===== src/include/sstat_consts.vh =====
/*
 Constants of the serial status flag block: bit positions, reset value,
 register offsets and frame geometry.
 Assumes inclusion by bare name from the single design file.
*/
// Functional notes
// [RULE1] Eight-bit status register resets to 0x84
// [RULE2] Software writes of one never set flags
// [RULE3] Zero clears flag only after read as one
// [RULE4] Transmit end and received multiproc bit read-only
// [RULE5] Tx empty set: reset, standby, disable, load
// [RULE6] Tx empty cleared by armed zero write
// [RULE7] Rx full set on clean character transfer
// [RULE8] Rx full cleared: reset, armed write, dma read
// [RULE9] Errors and rx disable keep buffer, full flag
// [RULE10] Overrun when receiving while rx full; discard
// [RULE11] Error flags halt reception; sync also transmit
// [RULE12] Framing error when async stop bit zero
// [RULE13] Only first of two stop bits checked
// [RULE14] Errored character stored, rx full not set
// [RULE15] Parity error on parity count mismatch
// [RULE16] Error flags cleared only by reset or sequence
// [RULE17] Armed tx empty zero write clears transmit end
// [RULE18] Transmit end set: reset, disable, idle last bit
// [RULE19] Capture received multiproc bit, keep on disable
// [RULE20] Bit zero holds transmit multiproc bit value
// [RULE21] Per-flag arm set on read, consumed on write
`ifndef SSTAT_CONSTS_VH
`define SSTAT_CONSTS_VH
`define SSTAT_RESET_VALUE 8'h84
`define SSTAT_BIT_TDE 7
`define SSTAT_BIT_RDF 6
`define SSTAT_BIT_OVR 5
`define SSTAT_BIT_FRM 4
`define SSTAT_BIT_PAR 3
`define SSTAT_BIT_TX_END 2
`define SSTAT_BIT_RMP 1
`define SSTAT_BIT_TMP 0
`define SSTAT_ADDR_W 2
`define SSTAT_OFF_STATUS 2'h0
`define SSTAT_OFF_RXBUF 2'h1
`define SSTAT_OFF_TXBUF 2'h2
`define SSTAT_OFF_CTRL 2'h3
`define SSTAT_CTRL_TXEN 0
`define SSTAT_CTRL_RXEN 1
`define SSTAT_CTRL_PODD 2
`define SSTAT_CTRL_SYNC 3
`define SSTAT_CTRL_MP 4
`define SSTAT_CTRL_TWOSTOP 5
`define SSTAT_FRAME_W 11
`define SSTAT_ARM_W 5
`define SSTAT_ARM_TDE 4
`define SSTAT_ARM_RDF 3
`define SSTAT_ARM_OVR 2
`define SSTAT_ARM_FRM 1
`define SSTAT_ARM_PAR 0
`define SSTAT_ZERO8 8'h00
`endif


===== src/rtl/sstat_flags.v =====
/*
 Status flag logic of a serial channel: status register, buffers,
 read-then-zero clearing and dma read clearing.
 Assumes the shift engines report events as one-cycle pulses on core_clk
 and present the received frame (data, parity, mp bit, two stop bits).
*/
`timescale 1ns/1ps
`include "sstat_consts.vh"
module sstat_flags (
  input wire core_clk,
  input wire rst_b,
  input wire standby,
  input wire [1:0] reg_addr,
  input wire [7:0] reg_wdata,
  input wire reg_wr,
  input wire reg_rd,
  output reg [7:0] reg_rdata,
  input wire tx_load,
  input wire tx_last_bit,
  input wire rx_complete,
  input wire [7:0] rx_data,
  input wire rx_parity_bit,
  input wire rx_mp_bit,
  input wire rx_stop1,
  input wire rx_stop2,
  input wire dma_rx_read,
  output reg [7:0] tx_buffer_out,
  output reg tx_multiproc_out,
  output reg tx_go,
  output reg rx_halt,
  output reg tx_halt
);
  localparam [7:0] RST_VAL = `SSTAT_RESET_VALUE;
  // Reset and standby share one synchronous initialisation
  wire init = !rst_b || standby;
  wire tx_buffer_empty;
  wire rx_buffer_full;
  wire overrun_error;
  wire framing_error;
  wire parity_error;
  wire tx_end;
  reg rx_multiproc_bit;
  reg tx_multiproc_bit;
  reg [7:0] rx_buffer;
  reg [7:0] tx_buffer;
  reg [7:0] serial_control;
  reg [`SSTAT_ARM_W-1:0] arm;
  reg [`SSTAT_ARM_W-1:0] next_arm;
  reg next_rx_multiproc_bit;
  reg next_tx_multiproc_bit;
  reg [7:0] next_rx_buffer;
  reg [7:0] next_tx_buffer;
  reg [7:0] next_serial_control;
  reg [7:0] next_reg_rdata;

  wire [7:0] status = {tx_buffer_empty, rx_buffer_full, overrun_error, framing_error,
    parity_error, tx_end, rx_multiproc_bit, tx_multiproc_bit};
  wire [`SSTAT_ARM_W-1:0] armable = status[`SSTAT_BIT_TDE:`SSTAT_BIT_PAR];

  wire tx_en = serial_control[`SSTAT_CTRL_TXEN];
  wire rx_en = serial_control[`SSTAT_CTRL_RXEN];
  wire odd_parity = serial_control[`SSTAT_CTRL_PODD];
  wire sync_mode = serial_control[`SSTAT_CTRL_SYNC];
  wire mp_mode = serial_control[`SSTAT_CTRL_MP] & ~sync_mode;

  wire st_wr = reg_wr && (reg_addr == `SSTAT_OFF_STATUS);
  wire st_rd = reg_rd && (reg_addr == `SSTAT_OFF_STATUS);
  wire txbuf_wr = reg_wr && (reg_addr == `SSTAT_OFF_TXBUF);
  wire ctrl_wr = reg_wr && (reg_addr == `SSTAT_OFF_CTRL);

  // Flag cleared by a zero write only when armed; rx full also by dma read
  wire clr_tde = st_wr & ~reg_wdata[`SSTAT_BIT_TDE] & arm[`SSTAT_ARM_TDE]; // [RULE3] [RULE6]
  wire clr_rdf = st_wr & ~reg_wdata[`SSTAT_BIT_RDF] & arm[`SSTAT_ARM_RDF]; // [RULE3]
  wire clr_ovr = st_wr & ~reg_wdata[`SSTAT_BIT_OVR] & arm[`SSTAT_ARM_OVR]; // [RULE3]
  wire clr_frm = st_wr & ~reg_wdata[`SSTAT_BIT_FRM] & arm[`SSTAT_ARM_FRM]; // [RULE3]
  wire clr_par = st_wr & ~reg_wdata[`SSTAT_BIT_PAR] & arm[`SSTAT_ARM_PAR]; // [RULE3]

  wire any_err = overrun_error | framing_error | parity_error;
  wire rx_ok = rx_complete & rx_en & ~any_err; // [RULE11]
  wire frm_bad = ~sync_mode & ~rx_stop1; // [RULE12] [RULE13]
  wire rx_ones = ^{rx_data, rx_parity_bit};
  // Parity is good when the count of ones matches the odd selection
  wire par_bad = ~sync_mode & (rx_ones ^ odd_parity); // [RULE15]
  wire ovr_hit = rx_ok & rx_buffer_full; // [RULE10]
  wire rx_store = rx_ok & ~rx_buffer_full;
  wire rx_clean = rx_store & ~frm_bad & ~par_bad; // [RULE7] [RULE14]

  // Writes of one never reach a set term; set wins over clear
  wire set_tde = !tx_en || tx_load; // [RULE5] [RULE2]
  wire set_tx_end = !tx_en || (tx_last_bit && tx_buffer_empty); // [RULE18]
  wire set_frm = rx_store & frm_bad; // [RULE12]
  wire set_par = rx_store & par_bad; // [RULE15]
  wire clr_rdf_any = clr_rdf | dma_rx_read; // [RULE8] [RULE9]

  sstat_flag_cell #(
    .RESET_VAL(RST_VAL[`SSTAT_BIT_TDE])
  ) tde_cell (
    .core_clk(core_clk),
    .init(init),
    .set(set_tde),
    .clr(clr_tde),
    .flag(tx_buffer_empty)
  ); // [RULE1] [RULE6]

  sstat_flag_cell #(
    .RESET_VAL(RST_VAL[`SSTAT_BIT_RDF])
  ) rdf_cell (
    .core_clk(core_clk),
    .init(init),
    .set(rx_clean),
    .clr(clr_rdf_any),
    .flag(rx_buffer_full)
  ); // [RULE7] [RULE8]

  sstat_flag_cell #(
    .RESET_VAL(RST_VAL[`SSTAT_BIT_OVR])
  ) ovr_cell (
    .core_clk(core_clk),
    .init(init),
    .set(ovr_hit),
    .clr(clr_ovr),
    .flag(overrun_error)
  ); // [RULE10] [RULE16]

  sstat_flag_cell #(
    .RESET_VAL(RST_VAL[`SSTAT_BIT_FRM])
  ) frm_cell (
    .core_clk(core_clk),
    .init(init),
    .set(set_frm),
    .clr(clr_frm),
    .flag(framing_error)
  ); // [RULE12] [RULE16]

  sstat_flag_cell #(
    .RESET_VAL(RST_VAL[`SSTAT_BIT_PAR])
  ) par_cell (
    .core_clk(core_clk),
    .init(init),
    .set(set_par),
    .clr(clr_par),
    .flag(parity_error)
  ); // [RULE15] [RULE16]

  // Transmit end shares the armed transmit-empty clear
  sstat_flag_cell #(
    .RESET_VAL(RST_VAL[`SSTAT_BIT_TX_END])
  ) tx_end_cell (
    .core_clk(core_clk),
    .init(init),
    .set(set_tx_end),
    .clr(clr_tde),
    .flag(tx_end)
  ); // [RULE17] [RULE4]

  // Read arms set bits; any status write consumes every arm
  always @* begin
    next_arm = arm;
    if (st_wr)
      next_arm = {`SSTAT_ARM_W{1'b0}}; // [RULE21]
    else if (st_rd)
      next_arm = arm | armable; // [RULE21]
  end

  always @* begin
    next_rx_multiproc_bit = rx_multiproc_bit;
    if (rx_store && mp_mode)
      next_rx_multiproc_bit = rx_mp_bit; // [RULE19]
  end

  always @* begin
    next_tx_multiproc_bit = tx_multiproc_bit;
    if (st_wr)
      next_tx_multiproc_bit = reg_wdata[`SSTAT_BIT_TMP]; // [RULE20]
  end

  // Overrun discards new data; errored data still stored
  always @* begin
    next_rx_buffer = rx_buffer;
    if (rx_store)
      next_rx_buffer = rx_data; // [RULE14] [RULE10]
  end

  always @* begin
    next_tx_buffer = tx_buffer;
    if (txbuf_wr)
      next_tx_buffer = reg_wdata;
  end

  always @* begin
    next_serial_control = serial_control;
    if (ctrl_wr)
      next_serial_control = reg_wdata;
  end

  // Read data stands only in the cycle after the strobe
  always @* begin
    next_reg_rdata = `SSTAT_ZERO8;
    if (reg_rd) begin
      if (reg_addr == `SSTAT_OFF_STATUS)
        next_reg_rdata = status;
      else if (reg_addr == `SSTAT_OFF_RXBUF)
        next_reg_rdata = rx_buffer;
      else if (reg_addr == `SSTAT_OFF_TXBUF)
        next_reg_rdata = tx_buffer;
      else
        next_reg_rdata = serial_control;
    end
  end

  always @(posedge core_clk) begin
    if (init)
      arm <= {`SSTAT_ARM_W{1'b0}};
    else
      arm <= next_arm;
  end

  always @(posedge core_clk) begin
    if (init)
      rx_multiproc_bit <= RST_VAL[`SSTAT_BIT_RMP]; // [RULE1]
    else
      rx_multiproc_bit <= next_rx_multiproc_bit;
  end

  always @(posedge core_clk) begin
    if (init)
      tx_multiproc_bit <= RST_VAL[`SSTAT_BIT_TMP]; // [RULE1]
    else
      tx_multiproc_bit <= next_tx_multiproc_bit;
  end

  always @(posedge core_clk) begin
    if (init)
      rx_buffer <= `SSTAT_ZERO8;
    else
      rx_buffer <= next_rx_buffer;
  end

  always @(posedge core_clk) begin
    if (init)
      tx_buffer <= `SSTAT_ZERO8;
    else
      tx_buffer <= next_tx_buffer;
  end

  always @(posedge core_clk) begin
    if (init)
      serial_control <= `SSTAT_ZERO8;
    else
      serial_control <= next_serial_control;
  end

  always @(posedge core_clk) begin
    if (init)
      reg_rdata <= `SSTAT_ZERO8;
    else
      reg_rdata <= next_reg_rdata;
  end

  always @(posedge core_clk) begin
    if (init)
      tx_buffer_out <= `SSTAT_ZERO8;
    else
      tx_buffer_out <= tx_buffer;
  end

  always @(posedge core_clk) begin
    if (init)
      tx_multiproc_out <= 1'b0;
    else
      tx_multiproc_out <= tx_multiproc_bit & mp_mode; // [RULE20]
  end

  // Engine starts a character once software cleared tx empty
  always @(posedge core_clk) begin
    if (init)
      tx_go <= 1'b0;
    else
      tx_go <= tx_en & ~tx_buffer_empty & ~(sync_mode & any_err);
  end

  always @(posedge core_clk) begin
    if (init)
      rx_halt <= 1'b0;
    else
      rx_halt <= any_err | ~rx_en; // [RULE11]
  end

  always @(posedge core_clk) begin
    if (init)
      tx_halt <= 1'b0;
    else
      tx_halt <= sync_mode & any_err; // [RULE11]
  end
endmodule

// Sticky flag: set beats clear when both fall in one cycle
module sstat_flag_cell #(
  parameter [0:0] RESET_VAL = 1'b0
) (
  input wire core_clk,
  input wire init,
  input wire set,
  input wire clr,
  output reg flag
);
  reg next_flag;

  always @* begin
    next_flag = flag;
    if (set)
      next_flag = 1'b1;
    else if (clr)
      next_flag = 1'b0;
  end

  always @(posedge core_clk) begin
    if (init)
      flag <= RESET_VAL;
    else
      flag <= next_flag;
  end
endmodule


===== config.mk =====
export PLATFORM = sky130hd
export DESIGN_NAME = sstat_flags
export DESIGN_NICKNAME = d
export VERILOG_FILES = /design/src/rtl/sstat_flags.v
export VERILOG_INCLUDE_DIRS = /design/src /design/src/include
export SDC_FILE = /design/constraint.sdc
export NUM_CORES = 1
export LEC_CHECK = 0
export BUFFER_PORTS_ARGS = -buffer_cell sky130_fd_sc_hd__buf_2
export CAP_MARGIN = 30
export CELL_PAD_IN_SITES_DETAIL_PLACEMENT = 0
export CELL_PAD_IN_SITES_GLOBAL_PLACEMENT = 1
export CORE_MARGIN = 2
export CORE_UTILIZATION = 35
export CTS_BUF_LIST = sky130_fd_sc_hd__clkbuf_2
export CTS_CLUSTER_SIZE = 14
export DETAILED_ROUTE_END_ITERATION = 7
export PLACE_DENSITY = 0.79
export SKIP_LAST_GASP = 1
export SLEW_MARGIN = 20
export SYNTH_ARGS = -nofsm -noshare
export SYNTH_HDL_FRONTEND = slang
export SYNTH_SLANG_ARGS = --single-unit

===== constraint.sdc =====
create_clock -name core_clk -period 3.1 [get_ports core_clk]
set_clock_uncertainty 0.05 [all_clocks]
set_input_delay 0.31 -clock core_clk [delete_from_list [all_inputs] [get_ports core_clk]]
set_output_delay 0.31 -clock core_clk [all_outputs]
set_load 0.02 [all_outputs]

==> run summary <==
die height - 84.00 um
number of synthesized flops with an enable pin - 0
Yosys reg bits - 57
Placer Congestion - 0.8544
sequential fraction of the synthesis area - 50.95%
met2 Resource Use GR - 21.02%
CTS clk-pin slew, worst paths - 0.15 ns
setup bufs post-CTS - 0
Final Slew Violations - 0
Ports - 51
drt first pass iters - 4
Residual DRC - 0
cell area after synthesis - 2240 sq um
hold_buf cts - 3
# setup viols final - 0
Routed Wire Length - 4.983 mm
layout cells sized above 1 - 29.73%
initial DRC count - 104
Core Area - 6277 sq um
vias in the first global route - 1604
Post-DP HPWL - 3.646 mm
TritonCTS sink count - 57
Net Count, Synth - 229
Final Hold Fails - 0
Skew-Pair Late Insertion Delay - 0.47 ns
Remaining Overflow, GRT - 0
Starting Density - 35.68%
die area - 7055 sq um
Critical Path Sink Type - flip-flop
TritonCTS clock tree - built
max-cap violations - 0
met1 GRT Util - 20.52%
Syn. warnings - 0
kind of launch point of the worst setup path - flip-flop
Worst Path Max Fanout - 10
H-tree Lvls - 3
setup TNS - 0 ns
vias per inst - 5.003
Yosys cell types - 35
Top Usage Layer GRT - met2
met3 usage - 5.440%
Hold Crit Class - input pin to flip-flop
GRT Total Usage - 14.83%
WL/cell - 14.83 um
Finished Layout Cells - 336
via count - 1681
setup ws final - 1.283 ns
worst vdd ir - 0.2073 mV
Post-CTS Resized - 0
CP arrival - 2.17 ns
ys async rst share - 0%
placed cell count - 317
CP required - 3.45 ns
Setup Crit Path Kind - flip-flop to flip-flop
Syn Area/Cell - 11.31 sq um
crit share post-route - 58.62%
largest net degree at the start of global routing - 22
fmax - 0.5503 GHz
Buffers on Ports - 49
fin crit period - 1.817 ns
PwrDens - 484.4 nW/um^2
initial antenna violation count - 0
Worst slew margin - 57.40%
NumNets Final - 285
global-route wire length before repair - 8.031 mm
unrepaired setup endpoints after global routing - false
Final ANT Viol Nets - 0
final core utilization - 42.73%
Ant. Diodes - 0
leakage power - 0.001259 uW
status - completed
CTS max path bufs - 2
Mapped Cells - 198
root buf cell - clkbuf_2
Layout area overhead - 19.78%
CTS Buf Count - 9
Setup Slack @ Placement - 1.312 ns
die width - 84.00 um
Slew @ Worst Pin - 0.6371 ns
num rows - 29
Main synth FF type - dfxtp_1
==> cell usage after synthesis, drive strengths merged (2+ instances only) <==
master   n  share of area, %
xnor2    6               2.3
clkbuf   5              0.84
nor3b    3               1.2
dfxtp   57                51
nor3     2              0.45
and3     8               2.2
nor2    34               5.7
nand4    2              0.56
nand3    3              0.67
and2     9               2.5
nand3b   7               2.5
mux2i   26                12
buf      4               1.2
a21oi    6               1.5
nand2b   2              0.56
mux4     8               8.2
nand2    3              0.50
==> cell families after synthesis <==
group	synth area share (%)
flops	50.95
compound gates	3.911
buf+inv	2.011
xor+xnor	3.743
mux	19.83
simple gates	19.55
==> registers in the layout, summed over array words and instances (netlist names), 5 cells and up <==
name / count
arm: 5
tx_buffer_out: 8
rx_buffer: 8
tx_buffer: 8
reg_rdata: 8
serial_control: 8
==> area by class of cell <==
class,instances,area (sq um)
fillers,638,3595
clock buffers,11,55.05
clock inverters,5,46.29
repair buffers,54,290.3
multi-input cells,132,1054
flip-flops and latches,57,1141
well taps,77,96.34
==> power by group <==
| group | internal (uW) | leakage, uW | switching (uW) | total [uW] |
|---|---|---|---|---|
| clock network | 185 | 0.0000684 | 261 | 445 |
| logic | 54.4 | 0.000730 | 58.1 | 113 |
| registers | 738 | 0.000460 | 3.29 | 742 |
==> cell usage in the layout, fill, tap and decap left out, types with 2 or more instances in the layout <==
cell type,synthesis,routed
a21oi_1,5,5
and2_1,9,9
and3_1,8,8
buf_2,3,49
buf_4,0,2
clkbuf_2,0,11
clkinv_1,0,3
dfxtp_1,57,57
dlygate4sd3_1,0,3
mux2i_1,26,26
mux4_2,7,7
nand2_1,3,3
nand2b_1,2,2
nand3_1,3,3
nand3b_1,6,6
nand4_1,2,2
nor2_1,34,34
nor3_1,2,2
nor3b_1,2,2
xnor2_1,6,6
==> metrics by stage <==
stage	hold slack (ns)	power (uW)	instance area [sq um]
2_1_floorplan	0.3544	824.2	2240
3_3_place_gp	0.4028	866.4	2551
3_5_place_dp	0.4147	867.1	2551
4_1_cts	0.008922	1313	2683
5_1_grt	0.007996	1362	2683
6_report	0.04091	1300	2683
==> worst max-delay path, cell delays in order (launching register included) <==
cell and delay (ns):
dfxtp_1 0.39, nor4b_4 0.45, nand3b_2 0.33, or3_1 0.42, a21oi_2 0.11
==> layer usage <==
layer	part of all wire [%]	vias to the layer above
met1	50	807
met2	43	55
met5	0	-
met4	0.84	0
met3	6.4	4
li1	-	815
==> worst paths after layout <==
path / from / endpoint / slack (ns) / depth (start not counted)
setup / recovery: par_cell.flag$_SDFFE_PP0P_ / frm_cell.flag$_SDFFE_PP0P_ / 1.28 / 4
hold / removal: reg_wdata[1] / serial_control[1]$_SDFFE_PP0P_ / 0.04 / 3
setup reg to reg: par_cell.flag$_SDFFE_PP0P_ / frm_cell.flag$_SDFFE_PP0P_ / 1.28 / 4
hold reg to reg: arm[0]$_SDFFE_PP0P_ / arm[0]$_SDFFE_PP0P_ / 0.45 / 2
(Power assumes the default switching activity.)
